===== src/hw/oag_pkg.sv =====
// Package for the operand and address generation block
package oag_pkg;
  localparam int unsigned DATA_W        = 32;
  localparam int unsigned INSN_W        = 16;
  localparam int unsigned CLK_PERIOD_NS = 40;
  localparam int unsigned INSN_TIME_NS  = 50;
  localparam int unsigned INSN_CYCLES   = 1;
  localparam int unsigned MUL16_LAT     = 1;
  localparam int unsigned MAC16_LAT     = 2;
  localparam int unsigned MUL32_LAT     = 2;
  localparam logic [3:0]  SP_INDEX      = 4'hF;
  localparam logic [7:0]  AND_KEEP_MASK = 8'hFF;

  typedef enum logic [1:0] {
    OAG_SZ_BYTE = 2'h0,
    OAG_SZ_WORD = 2'h1,
    OAG_SZ_LONG = 2'h2
  } oag_size_t;

  typedef enum logic [3:0] {
    OAG_AM_REG     = 4'h0,
    OAG_AM_IND     = 4'h1,
    OAG_AM_POSTINC = 4'h2,
    OAG_AM_PREDEC  = 4'h3,
    OAG_AM_DISP4   = 4'h4,
    OAG_AM_INDEXED = 4'h5,
    OAG_AM_GBR     = 4'h6,
    OAG_AM_PC8     = 4'h7,
    OAG_AM_PC12    = 4'h8,
    OAG_AM_PCREG   = 4'h9,
    OAG_AM_PCIMM   = 4'hA
  } oag_mode_t;

  typedef enum logic [2:0] {
    OAG_IMM_SIGN = 3'h0,
    OAG_IMM_ZERO = 3'h1,
    OAG_IMM_TRAP = 3'h2,
    OAG_IMM_AND  = 3'h3,
    OAG_IMM_NONE = 3'h4
  } oag_imm_t;

  typedef enum logic [1:0] {
    OAG_BR_NONE    = 2'h0,
    OAG_BR_UNCOND  = 2'h1,
    OAG_BR_COND    = 2'h2,
    OAG_BR_COND_DS = 2'h3
  } oag_branch_t;

  typedef enum logic [1:0] {
    OAG_MUL_16    = 2'h0,
    OAG_MAC_16    = 2'h1,
    OAG_MUL_32    = 2'h2,
    OAG_MAC_32    = 2'h3
  } oag_mul_t;
endpackage


===== src/hw/oag_core.sv =====
// Operand forming, effective address and branch control datapath
`timescale 1ns/1ns
// Contract
// - Register operands 32 bits, loads sign-extended
// - Misaligned word or longword raises address error
// - Stack pointer accesses longword aligned only; enforced for indirect, post-increment, pre-decrement only
// - Transfer, add, compare-equal immediates sign-extended
// - Test, AND, OR, XOR immediates zero-extended
// - AND immediate clears upper 24 bits
// - Trap immediate zero-extended, times four
// - Wide immediates fetched PC-relative from table
// - Instructions are 16-bit halfwords
// - One basic instruction per cycle
// - Arithmetic on registers; logic may hit memory
// - Unconditional branch runs delay slot first
// - Conditional branch delayed or ordinary form
// - 16x16 multiply in one to two cycles
// - 16x16 plus 64 accumulate in two-three
// - 32x32 multiply/accumulate in two to four
// - Compare sets test flag; add does not
// - Post-increment uses register, then adds size
// - Pre-decrement subtracts size, uses, writes back
// - Four-bit displacement scaled, added to register
// - Indexed adds index zero; global base scaled
// - PC-relative sign-extended doubled, or PC plus register
module oag_core
  import oag_pkg::*;
(
  input  wire logic        clk_i,
  input  wire logic        reset_n_i,
  input  wire logic        clk_en_i,
  input  wire logic        valid_i,
  input  wire logic [15:0] insn_i,
  input  wire oag_mode_t   mode_i,
  input  wire oag_size_t   size_i,
  input  wire logic        store_i,
  input  wire logic        logic_mem_i,
  input  wire oag_imm_t    imm_kind_i,
  input  wire logic [3:0]  rn_idx_i,
  input  wire logic [31:0] rn_val_i,
  input  wire logic [31:0] index_register_zero_i,
  input  wire logic [31:0] global_base_register_i,
  input  wire logic [31:0] pc_i,
  input  wire logic [31:0] rdata_i,
  input  wire logic        cmp_valid_i,
  input  wire logic        cmp_result_i,
  input  wire logic        add_valid_i,
  input  wire oag_branch_t branch_i,
  input  wire logic        branch_on_true_i,
  input  wire logic [31:0] target_i,
  input  wire logic        mul_start_i,
  input  wire oag_mul_t    mul_kind_i,
  input  wire logic        mul_signed_i,
  input  wire logic [31:0] mul_a_i,
  input  wire logic [31:0] mul_b_i,
  input  wire logic [63:0] mul_acc_i,
  output logic             mem_req_o,
  output logic [31:0]      mem_addr_o,
  output oag_size_t        mem_size_o,
  output logic             mem_we_o,
  output logic             addr_error_o,
  output logic             rf_we_o,
  output logic [3:0]       rf_waddr_o,
  output logic [31:0]      rf_wdata_o,
  output logic [31:0]      imm_o,
  output logic [31:0]      load_data_o,
  output logic             test_flag_o,
  output logic             redirect_o,
  output logic [31:0]      redirect_pc_o,
  output logic [31:0]      fetch_pc_o,
  output logic             mul_busy_o,
  output logic             mul_done_o,
  output logic [63:0]      mul_result_o
);
  typedef enum logic [1:0] {
    OAG_ST_RUN  = 2'b01,
    OAG_ST_SLOT = 2'b10
  } oag_state_t;

  oag_state_t  state_q;
  logic [31:0] target_q;
  logic        test_q;
  logic [31:0] addr_q;
  logic        req_q;
  logic        we_q;
  oag_size_t   size_q;
  logic        err_q;
  logic        rfwe_q;
  logic [3:0]  rfa_q;
  logic [31:0] rfd_q;
  logic [31:0] imm_q;
  logic [31:0] ld_q;
  logic        redir_q;
  logic [31:0] redir_pc_q;
  logic [31:0] fpc_q;

  // Size scale 1, 2 or 4
  wire logic [31:0] step = (size_i == OAG_SZ_BYTE) ? 32'h1
                         : (size_i == OAG_SZ_WORD) ? 32'h2 : 32'h4;
  wire logic [31:0] d4   = {28'h0, insn_i[3:0]};
  wire logic [31:0] d8z  = {24'h0, insn_i[7:0]};
  wire logic [31:0] d8s  = {{24{insn_i[7]}}, insn_i[7:0]};
  wire logic [31:0] d12s = {{20{insn_i[11]}}, insn_i[11:0]};
  wire logic [31:0] d4_s = (size_i == OAG_SZ_BYTE) ? d4
                         : (size_i == OAG_SZ_WORD) ? {d4[30:0], 1'b0} : {d4[29:0], 2'b00};
  wire logic [31:0] d8_s = (size_i == OAG_SZ_BYTE) ? d8z
                         : (size_i == OAG_SZ_WORD) ? {d8z[30:0], 1'b0} : {d8z[29:0], 2'b00};
  wire logic [31:0] pc_imm_off = (size_i == OAG_SZ_LONG) ? {d8z[29:0], 2'b00}
                                                         : {d8z[30:0], 1'b0};
  wire logic [31:0] pre_val  = rn_val_i - step;
  wire logic [31:0] post_val = rn_val_i + step;

  // Effective address by mode
  wire logic [31:0] ea =
      (mode_i == OAG_AM_IND || mode_i == OAG_AM_POSTINC) ? rn_val_i
    : (mode_i == OAG_AM_PREDEC)  ? pre_val
    : (mode_i == OAG_AM_DISP4)   ? rn_val_i + d4_s
    : (mode_i == OAG_AM_INDEXED) ? rn_val_i + index_register_zero_i
    : (mode_i == OAG_AM_GBR)     ? global_base_register_i + d8_s
    : (mode_i == OAG_AM_PC8)     ? pc_i + {d8s[30:0], 1'b0}
    : (mode_i == OAG_AM_PC12)    ? pc_i + {d12s[30:0], 1'b0}
    : (mode_i == OAG_AM_PCREG)   ? pc_i + rn_val_i
    : (mode_i == OAG_AM_PCIMM)   ? pc_i + pc_imm_off
    : 32'h0;

  wire logic is_mem = (mode_i != OAG_AM_REG) && (mode_i != OAG_AM_PC8)
                   && (mode_i != OAG_AM_PC12) && (mode_i != OAG_AM_PCREG);
  wire logic sp_use = (rn_idx_i == SP_INDEX) && (mode_i == OAG_AM_IND
                   || mode_i == OAG_AM_POSTINC || mode_i == OAG_AM_PREDEC);
  wire logic misalign = ((size_i == OAG_SZ_WORD) && ea[0])
                     || ((size_i == OAG_SZ_LONG) && (ea[1:0] != 2'b00));
  wire logic sp_bad   = sp_use && ((size_i != OAG_SZ_LONG) || (ea[1:0] != 2'b00));
  wire logic fire     = clk_en_i && valid_i && is_mem;
  wire logic bad      = misalign || sp_bad;
  wire logic slot_ok  = clk_en_i && valid_i;

  // Immediate forming
  wire logic [31:0] imm_v =
      (imm_kind_i == OAG_IMM_SIGN) ? d8s
    : (imm_kind_i == OAG_IMM_ZERO) ? d8z
    : (imm_kind_i == OAG_IMM_AND)  ? (rn_val_i & d8z)
    : (imm_kind_i == OAG_IMM_TRAP) ? {d8z[29:0], 2'b00}
    : 32'h0;

  // Loaded data sign-extended to a longword
  wire logic [31:0] ld_v = (size_i == OAG_SZ_BYTE) ? {{24{rdata_i[7]}}, rdata_i[7:0]}
                         : (size_i == OAG_SZ_WORD) ? {{16{rdata_i[15]}}, rdata_i[15:0]}
                         : rdata_i;

  wire logic wb_ptr  = fire && !bad && (mode_i == OAG_AM_POSTINC || mode_i == OAG_AM_PREDEC);
  wire logic wb_and  = slot_ok && (imm_kind_i == OAG_IMM_AND) && !logic_mem_i;
  wire logic take_c  = (branch_i == OAG_BR_COND || branch_i == OAG_BR_COND_DS)
                    && (test_q == branch_on_true_i);
  wire logic br_now  = slot_ok && (state_q == OAG_ST_RUN)
                    && (branch_i == OAG_BR_COND) && take_c;
  wire logic br_slot = slot_ok && (state_q == OAG_ST_RUN) && ((branch_i == OAG_BR_UNCOND)
                    || ((branch_i == OAG_BR_COND_DS) && take_c));

  always_ff @(posedge clk_i)
  begin
    if (!reset_n_i)
    begin
      state_q    <= OAG_ST_RUN;
      target_q   <= 32'h0;
      test_q     <= 1'b0;
      addr_q     <= 32'h0;
      req_q      <= 1'b0;
      we_q       <= 1'b0;
      size_q     <= OAG_SZ_BYTE;
      err_q      <= 1'b0;
      rfwe_q     <= 1'b0;
      rfa_q      <= 4'h0;
      rfd_q      <= 32'h0;
      imm_q      <= 32'h0;
      ld_q       <= 32'h0;
      redir_q    <= 1'b0;
      redir_pc_q <= 32'h0;
      fpc_q      <= 32'h0;
    end
    else if (clk_en_i)
    begin
      req_q   <= fire && !bad;
      err_q   <= fire && bad;
      addr_q  <= fire ? ea : addr_q;
      we_q    <= fire && store_i;
      size_q  <= fire ? size_i : size_q;
      rfwe_q  <= wb_ptr || wb_and;
      rfa_q   <= rn_idx_i;
      rfd_q   <= wb_and ? imm_v : (mode_i == OAG_AM_PREDEC) ? pre_val : post_val;
      imm_q   <= valid_i ? imm_v : imm_q;
      ld_q    <= ld_v;
      // Compare alone updates the flag
      test_q  <= cmp_valid_i ? cmp_result_i : test_q;
      redir_q <= br_now || (valid_i && state_q == OAG_ST_SLOT);
      redir_pc_q <= br_now ? target_i : target_q;
      fpc_q   <= valid_i ? pc_i + 32'h2 : fpc_q;
      if (br_slot)
      begin
        target_q <= target_i;
      end
      case (state_q)
        OAG_ST_RUN:
        begin
          if (br_slot)
          begin
            state_q <= OAG_ST_SLOT;
          end
        end
        OAG_ST_SLOT:
        begin
          if (valid_i)
          begin
            state_q <= OAG_ST_RUN;
          end
        end
        default:
        begin
          state_q <= OAG_ST_RUN;
        end
      endcase
    end
  end

  oag_mul u_mul (
    .clk_i     (clk_i),
    .reset_n_i (reset_n_i),
    .en_i      (clk_en_i),
    .start_i   (mul_start_i),
    .kind_i    (mul_kind_i),
    .signed_i  (mul_signed_i),
    .a_i       (mul_a_i),
    .b_i       (mul_b_i),
    .acc_i     (mul_acc_i),
    .busy_o    (mul_busy_o),
    .done_o    (mul_done_o),
    .result_o  (mul_result_o)
  );

  assign mem_req_o     = req_q;
  assign mem_addr_o    = addr_q;
  assign mem_size_o    = size_q;
  assign mem_we_o      = we_q;
  assign addr_error_o  = err_q;
  assign rf_we_o       = rfwe_q;
  assign rf_waddr_o    = rfa_q;
  assign rf_wdata_o    = rfd_q;
  assign imm_o         = imm_q;
  assign load_data_o   = ld_q;
  assign test_flag_o   = test_q;
  assign redirect_o    = redir_q;
  assign redirect_pc_o = redir_pc_q;
  assign fetch_pc_o    = fpc_q;

  chk_err_pulse: assert property (
    @(posedge clk_i) disable iff (!reset_n_i)
    clk_en_i && fire && bad |=> addr_error_o && !mem_req_o)
    else $error("bad access");
  chk_err_align: assert property (
    @(posedge clk_i) disable iff (!reset_n_i)
    mem_req_o |-> !(mem_size_o == OAG_SZ_WORD && mem_addr_o[0]))
    else $error("word odd");
  chk_long_align: assert property (
    @(posedge clk_i) disable iff (!reset_n_i)
    mem_req_o && mem_size_o == OAG_SZ_LONG |-> mem_addr_o[1:0] == 2'b00)
    else $error("long misaligned");
  chk_sp_long: assert property (
    @(posedge clk_i) disable iff (!reset_n_i)
    fire && sp_use && size_i != OAG_SZ_LONG |=> addr_error_o && !mem_req_o)
    else $error("stack not longword");
  chk_and_upper: assert property (
    @(posedge clk_i) disable iff (!reset_n_i)
    clk_en_i && wb_and |=> rf_we_o && rf_wdata_o[31:8] == 24'h0)
    else $error("and upper");
  chk_trap_scale: assert property (
    @(posedge clk_i) disable iff (!reset_n_i)
    clk_en_i && valid_i && imm_kind_i == OAG_IMM_TRAP |=> imm_o[31:10] == 22'h0
      && imm_o[1:0] == 2'b00)
    else $error("trap offset");
  chk_predec_wb: assert property (
    @(posedge clk_i) disable iff (!reset_n_i)
    wb_ptr && mode_i == OAG_AM_PREDEC |=> rf_we_o && rf_wdata_o == mem_addr_o)
    else $error("predec writeback");
  chk_postinc_wb: assert property (
    @(posedge clk_i) disable iff (!reset_n_i)
    wb_ptr && mode_i == OAG_AM_POSTINC |=> rf_we_o && rf_wdata_o - mem_addr_o == $past(step))
    else $error("postinc writeback");
  chk_flag_hold: assert property (
    @(posedge clk_i) disable iff (!reset_n_i)
    clk_en_i && !cmp_valid_i && add_valid_i |=> $stable(test_flag_o))
    else $error("flag moved");
  chk_slot_first: assert property (
    @(posedge clk_i) disable iff (!reset_n_i)
    clk_en_i && br_slot |=> !redirect_o)
    else $error("slot skipped");
  chk_slot_jump: assert property (
    @(posedge clk_i) disable iff (!reset_n_i)
    clk_en_i && valid_i && state_q == OAG_ST_SLOT |=> redirect_o
      && redirect_pc_o == $past(target_q))
    else $error("slot jump");
  chk_cond_now: assert property (
    @(posedge clk_i) disable iff (!reset_n_i)
    clk_en_i && br_now |=> redirect_o && redirect_pc_o == $past(target_i))
    else $error("cond branch");
  chk_mul_lat: assert property (
    @(posedge clk_i) disable iff (!reset_n_i)
    clk_en_i && mul_start_i && !mul_busy_o |-> ##[1:4] mul_done_o)
    else $error("mul late");
  // Low clock enable freezes every output
  chk_freeze_hold: assert property (
    @(posedge clk_i) disable iff (!reset_n_i)
    !clk_en_i |=> $stable(mem_req_o) && $stable(addr_error_o) && $stable(rf_we_o)
      && $stable(fetch_pc_o) && $stable(redirect_o) && $stable(mul_done_o))
    else $error("freeze broken");
  cov_err:    cover property (@(posedge clk_i) addr_error_o);
  cov_slot:   cover property (@(posedge clk_i) state_q == OAG_ST_SLOT ##1 redirect_o);
  cov_mul:    cover property (@(posedge clk_i) mul_done_o);
  cov_freeze: cover property (@(posedge clk_i) !clk_en_i && valid_i);
endmodule // oag_core


===== src/hw/oag_mul.sv =====
// Multiply and multiply-accumulate unit with fixed latency per kind
`timescale 1ns/1ns
module oag_mul
  import oag_pkg::*;
(
  input  wire logic        clk_i,
  input  wire logic        reset_n_i,
  input  wire logic        en_i,
  input  wire logic        start_i,
  input  wire oag_mul_t    kind_i,
  input  wire logic        signed_i,
  input  wire logic [31:0] a_i,
  input  wire logic [31:0] b_i,
  input  wire logic [63:0] acc_i,
  output logic             busy_o,
  output logic             done_o,
  output logic [63:0]      result_o
);
  logic [1:0]  cnt_q;
  logic [63:0] res_q;
  logic        busy_q;
  logic        done_q;
  wire  logic        is16    = (kind_i == OAG_MUL_16) || (kind_i == OAG_MAC_16);
  wire  logic [32:0] a_x     = is16 ? {{17{signed_i & a_i[15]}}, a_i[15:0]}
                                    : {signed_i & a_i[31], a_i};
  wire  logic [32:0] b_x     = is16 ? {{17{signed_i & b_i[15]}}, b_i[15:0]}
                                    : {signed_i & b_i[31], b_i};
  wire  logic [65:0] prod    = 66'($signed(a_x) * $signed(b_x));
  wire  logic        acc_on  = (kind_i == OAG_MAC_16) || (kind_i == OAG_MAC_32);
  wire  logic [63:0] sum     = prod[63:0] + (acc_on ? acc_i : 64'h0);
  wire  logic [1:0]  lat     = (kind_i == OAG_MUL_16) ? 2'(MUL16_LAT)
                             : (kind_i == OAG_MAC_16) ? 2'(MAC16_LAT) : 2'(MUL32_LAT);
  wire  logic [63:0] res_n   = (kind_i == OAG_MUL_16) ? {32'h0, sum[31:0]} : sum;

  always_ff @(posedge clk_i)
  begin
    if (!reset_n_i)
    begin
      cnt_q  <= 2'h0;
      res_q  <= 64'h0;
      busy_q <= 1'b0;
      done_q <= 1'b0;
    end
    else if (en_i)
    begin
      done_q <= 1'b0;
      if (start_i && !busy_q)
      begin
        res_q  <= res_n;
        cnt_q  <= lat - 2'h1;
        busy_q <= (lat != 2'h1);
        done_q <= (lat == 2'h1);
      end
      else if (busy_q)
      begin
        cnt_q  <= cnt_q - 2'h1;
        busy_q <= (cnt_q != 2'h1);
        done_q <= (cnt_q == 2'h1);
      end
    end
  end

  assign busy_o   = busy_q;
  assign done_o   = done_q;
  assign result_o = res_q;
endmodule // oag_mul


===== config.mk =====
export PLATFORM = sky130hd
export DESIGN_NAME = oag_core
export DESIGN_NICKNAME = d
export VERILOG_FILES = /design/src/hw/oag_pkg.sv /design/src/hw/oag_core.sv /design/src/hw/oag_mul.sv
export SDC_FILE = /design/constraint.sdc
export NUM_CORES = 2
export LEC_CHECK = 0
export BUFFER_PORTS_ARGS = -buffer_cell sky130_fd_sc_hd__buf_4
export CAP_MARGIN = 20
export CELL_PAD_IN_SITES_DETAIL_PLACEMENT = 1
export CELL_PAD_IN_SITES_GLOBAL_PLACEMENT = 1
export CORE_UTILIZATION = 51
export DETAILED_ROUTE_END_ITERATION = 8
export PLACE_DENSITY = 0.95
export SETUP_SLACK_MARGIN = 0.1
export SLEW_MARGIN = 20
export SYNTH_ARGS = -nofsm -noshare
export SYNTH_HDL_FRONTEND = slang
export SYNTH_HIERARCHICAL = 1
export SYNTH_SLANG_ARGS = --single-unit
export TNS_END_PERCENT = 20

===== constraint.sdc =====
create_clock -name clk_i -period 14.9 [get_ports clk_i]
set_clock_uncertainty 0.05 [all_clocks]
set_input_delay 2.98 -clock clk_i [delete_from_list [all_inputs] [get_ports clk_i]]
set_output_delay 2.98 -clock clk_i [all_outputs]
set_load 0.05 [all_outputs]

## Yosys cells after proc, flatten, opt, wreduce, memory -nomap -nowiden

Index checks and enable logic that the tools add are counted.

- $add $sub $neg: 13
- Multiply operators: 1
- Eq/ne operators: 34
- Multiplexer cells: 39
- Bitwise logic cells: 5
- Reductions and logical operators: 51

Operators by type and width:

| kind | number |
|---|---|
| $mux W32 | 17 |
| $add A32 B32 Y32 | 4 |
| $mux W64 | 2 |
| $mux W33 | 2 |
| $add A32 B10 Y32 | 2 |
| $add A64 B64 Y64 | 1 |
| $mul A33 B33 Y64 | 1 |
| $mux W10 | 4 |
| $add A32 B2 Y32 const B | 1 |
| $add A32 B3 Y32 | 1 |
| $add A32 B6 Y32 | 1 |
| $and A32 B8 Y32 | 1 |
| $sub A32 B3 Y32 | 1 |
| $logic_and A1 B1 Y1 | 23 |
| $eq A4 B3 Y1 const B | 4 |
| $eq A4 B4 Y1 const B | 4 |
| $eq A2 B1 Y1 const B | 6 |
| $logic_or A1 B1 Y1 | 12 |
| $mux W6 | 2 |
| $reduce_and A2 Y1 | 6 |
| $eq A2 B2 Y1 const B | 5 |
| $mux W2 | 5 |
| $eq A4 B2 Y1 const B | 2 |
| $ne A4 B4 Y1 const B | 2 |
| 18 further kinds | 34 |

- Bits in registers: 306
- Input bits: 365
- Output and inout bits: 270
- Logic and storage cells: 163

## Logic depth before layout (Yosys ltp)

- Depth after elaboration: 20
- Gate-level depth with buffers: 35
- Mapped depth without buffers: 31

## Cells and area by module

Netlist, hierarchy kept.

Modules (own cells, without submodules):

| module | instances | cells an instance | area an instance (um^2) | sequential area each (um^2) |
|---|---|---|---|---|
| oag_mul | 1 | 4,819 | 43,873.3 | 1,361.3 |
| oag_core | 1 | 2,740 | 20,494.7 | 4,344.2 |

## Worst setup path before layout

Ideal clock, no wire load.

- Path kind: input -> register
- From: input port mul_a_i[15]
- To: register u_mul.res_q[60], in the netlist u_mul/result_o[60]
- Library setup time: 120 ps
- Arrival: 11,012 ps
- Data required time: 14,730 ps
- Slack: 3,719 ps
- Stages on the path: 30
- Buffers on the path: 4
- Cell sequence: clkbuf_1 mux2_2 and2_1 clkbuf_1 clkbuf_1 nand2_1 inv_1 fa_1 inv_1 fa_1 fa_1 inv_1 fa_1 fa_1 fa_1 fa_1 inv_1 fa_1 inv_1 ha_1 clkbuf_1 nand2_1 or4_1 nor3b_1 a31oi_1 a31oi_2 a21oi_1 o21ai_1 mux2_2 a211o_1

- Longest elaborated chain between the ends: 5

Ends and longest elaborated chain:

| element | line | text |
|---|---|---|
| start: declaration | oag_core.sv:54 | `input wire logic [31:0] mul_a_i,` |
| $and A1 B1 Y1 | oag_mul.sv:24 | `wire logic [32:0] a_x = is16 ? {{17{signed_i & a_i[15]}}, a_i[15:0]}` |
| $mux W33 (*) | oag_mul.sv:24 |  |
| $mul A33 B33 Y64 (*) | oag_mul.sv:28 | `wire logic [65:0] prod = 66'($signed(a_x) * $signed(b_x));` |
| $add A64 B64 Y64 (*) | oag_mul.sv:30 | `wire logic [63:0] sum = prod[63:0] + (acc_on ? acc_i : 64'h0);` |
| $mux W64 (*) | oag_mul.sv:33 | `wire logic [63:0] res_n = (kind_i == OAG_MUL_16) ? {32'h0, sum[31:0]} : sum;` |
| end signal: assignment | oag_mul.sv:49 | `res_q <= res_n;` |
| end: declaration | oag_mul.sv:20 | `logic [63:0] res_q;` |

Every way passes the cells marked *; elsewhere a longest branch is shown, timed or not.
A chain may end at the register's enable or synchronous reset.

## Worst setup path after layout

- From: input port mul_kind_i[1]
- To: register u_mul.res_q[58], in the netlist u_mul/result_o[58]

- Longest elaborated chain between the ends: 6
- Elaborated cells on any way between the ends: 11
- Classes of those cells: add/sub (1); mul (1); eq/ne (2); mux (4); reduce/logical (3)

Ends and longest elaborated chain:

| element | line | text |
|---|---|---|
| start: declaration | oag_core.sv:52 | `input wire oag_mul_t mul_kind_i,` |
| $eq A2 B1 Y1 or $logic_not A2 Y1 (tied branches) | oag_mul.sv:23, oag_mul.sv:29, oag_mul.sv:33 |  |
| $logic_or A1 B1 Y1 | oag_mul.sv:23 | `wire logic is16 = (kind_i == OAG_MUL_16) \|\| (kind_i == OAG_MAC_16);` |
| $mux W33, on equally long branches | oag_mul.sv:24, oag_mul.sv:26 |  |
| $mul A33 B33 Y64 | oag_mul.sv:28 |  |
| $add A64 B64 Y64 | oag_mul.sv:30 |  |
| $mux W64 (*) | oag_mul.sv:33 |  |

Marked as above.

==> insert_results.sql <==
INSERT INTO impl_metrics (metric_group, metric, value, unit) VALUES
('floorplan', 'chipHeight', '357.3', 'um'),
('drt', 'drc', '13', ''),
('grt', 'grt_remaining_overflow', '0', ''),
('floorplan', 'initial_core_util', '0.5172', ''),
('outcome', 'failed_checks', 'DRC', ''),
('final_layout', 'mostFrequentLayoutCell', 'sky130_fd_sc_hd__inv_1', ''),
('sta', 'relSlewSlack', '0.1410', ''),
('setup_path', 'critical_path.most_common_cell', 'sky130_fd_sc_hd__fa_1', ''),
('sta', 'layout_worst_path_cycle_share', '0.9826', ''),
('sta', 'layout_min_cycle_time', '14.64', 'ns'),
('cts', 'clock_insertion_delay_at_the_later_pin_of_the_skew_report', '0.59', 'ns'),
('final_layout', 'num-nets-final', '9851', ''),
('cts', 'clk_transition_reported_paths', '0.06', 'ns'),
('cts', 'cts_htree_levels', '2', ''),
('grt', 'grt_pass1_vias', '71470', ''),
('drt', 'drtAntennaViolNets', '0', ''),
('cts', 'post_cts_hold_buffer_count', '0', ''),
('drt', 'finalWirelength', '338.0', 'mm'),
('final_layout', 'area_growth_syn_to_layout', '10.70', '%'),
('grt', 'grt_antenna_before_repair', '51', ''),
('final_layout', 'layout-drive-gt1-share', '0.1053', ''),
('cts', 'root_buffer_master', 'sky130_fd_sc_hd__clkbuf_16', ''),
('drt', 'wire_per_inst', '35.30', 'um'),
('sta', 'rsz_0062_raised_after_global_routing', 'no', ''),
('sta', 'max_freq', '0.06830', 'GHz'),
('sta', 'tightest_slew', '1.284', 'ns'),
('drt', 'detail_route.iter0.violations', '8700', ''),
('synthesis', 'post_synth.cell_area_avg', '8.515', 'um2'),
('setup_path', 'critPathLaunchType', 'input port', ''),
('synthesis', 'syn_area', '0.06437', 'mm2'),
('sta', 'drv_slew', '0', ''),
('placed_design', 'globalplace.congestion', '0.9906', ''),
('outcome', 'outcome', 'complete, but fails checks', ''),
('synthesis', 'postSynthRegisterBits', '285', ''),
('cts', 'post-cts-setup-buffers', '0', ''),
('cts', 'cts_tree', 'yes', ''),
('placed_design', 'dpl.hpwl', '241.2', 'mm'),
('drt', 'drt_pass_1_iters', '9', ''),
('setup_path', 'worst-setup-path-type', 'input port to flip-flop', ''),
('synthesis', 'synth-edff-count', '0', ''),
('synthesis', 'synth_flop_cell', 'sky130_fd_sc_hd__dfxtp_1', ''),
('floorplan', 'boundaryPins', '635', ''),
('synthesis', 'yosysUniqueCellTypes', '99', ''),
('setup_path', 'worst_ep_required_time', '15.37', 'ns'),
('synthesis', 'syn_nets', '9532', ''),
('setup_path', 'cp_peak_stage_delay', '0.90', 'ns'),
('synthesis', 'synth.yosys.warnings', '6', ''),
('placed_design', 'port_buffer_count', '629', ''),
('sta', 'setup_viol_count_final', '0', ''),
('sta', 'fin_tns_setup', '0', 'ns'),
('floorplan', 'placementRows', '129', ''),
('floorplan', 'fp.dieW', '357.3', 'um'),
('cts', 'cts_made_buffers', '35', ''),
('grt', 'gr-usage-all-layers', '0.5326', ''),
('synthesis', 'synth_async_sr_flop_share', '0', ''),
('drt', 'num_vias', '64890', ''),
('final_layout', 'layout.cells.most_common_list', 'sky130_fd_sc_hd__inv_1 (1315), sky130_fd_sc_hd__fa_1 (1231), sky130_fd_sc_hd__nand2_1 (1040)', ''),
('hold_path', 'hp-class', 'flip-flop to flip-flop', ''),
('cts', 'cts-root-to-sink-buffers', '3', ''),
('drt', 'drt-vias-per-instance', '6.777', ''),
('grt', 'global_route_wire_length_before_repair', '490.6', 'mm'),
('setup_path', 'crit_path_end_kind', 'flip-flop', ''),
('setup_path', 'cp_data_arrival_time', '15.11', 'ns'),
('cts', 'post_cts_resize_count', '0', ''),
('run', 'drv_cap', '0', ''),
('synthesis', 'postSynthCellCount', '7559', ''),
('floorplan', 'core_region_area', '0.1244', 'mm2'),
('cts', 'cts.sink_count', '285', ''),
('sta', 'timing.final.hold_violations', '0', ''),
('setup_path', 'critical_path.max_fanout', '61', ''),
('floorplan', 'die-area', '0.1276', 'mm2'),
('setup_path', 'cpMaxStageDelayCell', 'sky130_fd_sc_hd__fa_1', ''),
('synthesis', 'ys_seq_area_frac', '0.08864', ''),
('grt', 'grt_max_degree', '108', '');
-- metal layers --
metal / part of all wire / global-route usage
met5: 0.0035 / 0.05704
met4: 0.12 / 0.4880
met3: 0.14 / 0.2786
met2: 0.43 / 0.7947
met1: 0.30 / 0.5330
-- flip-flops by register name, indices dropped and copies added, names as in the netlist, 4 cells and up --
name and cells:
fetch_pc_o 32, imm_o 11, load_data_o 32, mem_addr_o 32, redirect_pc_o 32, rf_waddr_o 4, rf_wdata_o 32, target_q 32
u_mul/result_o 64
-- synth_stat cells (all sizes together) (56+ instances only) --
master,count,area (um2)
a21boi,56,420.4
a21o,78,585.6
a21oi,299,1511
and2,493,3084
buf,67,420.4
clkbuf,350,1345
dfxtp,285,5705
fa,1231,24640
ha,377,4717
inv,1315,4936
mux2i,88,880.8
nand2,1041,3908
nand3,92,460.4
nor2,330,1239
nor3,58,295.3
o211a,68,680.7
o21a,65,488.0
o21ai,315,1584
xnor2,172,1506
xor2,127,1112
-- critical path: cells and delay by family --
family	cells	cell delay [ns]
fa+ha+maj	9	5.39
compound gates	9	3.01
buf+inv	8	1.58
simple gates	3	1.35
xor+xnor	1	0.70
-- cell type report --
cell class | count | area, um2
tap | 1637 | 2048
clock buffer | 47 | 980.9
clock inverter | 16 | 231.5
timing repair buffer | 699 | 5263
inverter | 1317 | 4943
antenna | 34 | 85.08
multi-input combinational | 5540 | 52000
fill | 14600 | 53190
sequential | 285 | 5705
-- path summary, 6_finish.rpt --
kind,slack [ns],cells after the start,startpoint,end
setup / recovery,0.26,30,mul_kind_i[1],u_mul/result_o[58]$_SDFFE_PN0P_
hold / removal,0.41,2,u_mul/result_o[48]$_SDFFE_PN0P_,u_mul/result_o[48]$_SDFFE_PN0P_
setup reg to reg,12.00,8,u_mul/busy_o$_SDFFE_PN0P_,u_mul/result_o[60]$_SDFFE_PN0P_
hold reg to reg,0.41,2,u_mul/result_o[48]$_SDFFE_PN0P_,u_mul/result_o[48]$_SDFFE_PN0P_
-- cells by family after synthesis --
kind of cell	share of synthesized area
adder cells (fa/ha/maj)	0.4561
AO/OA/AOI/OAI	0.1241
AND/OR/NAND/NOR	0.1706
flip-flops	0.08864
buffers and inverters	0.1042
multiplexers	0.01561
XOR/XNOR	0.04068
-- through the flow --
stage,hold slack [ns],cell area (um2),worst slack [ns],std cells,util
6_report,0.4107,71250,0.2589,9575,0.5726
5_1_grt,0.4372,71210,0.4433,9557,0.5722
4_1_cts,0.4162,71140,1.563,9539,0.5716
3_5_place_dp,0.3996,69920,1.160,9476,0.5619
3_3_place_gp,0.3877,69920,1.804,9476,0.5619
2_1_floorplan,0.3928,64370,3.719,7559,-
Power is left out: the tool's default activity adds up to more than one toggle a clock period on the data nets, which glitch-free logic cannot reach.
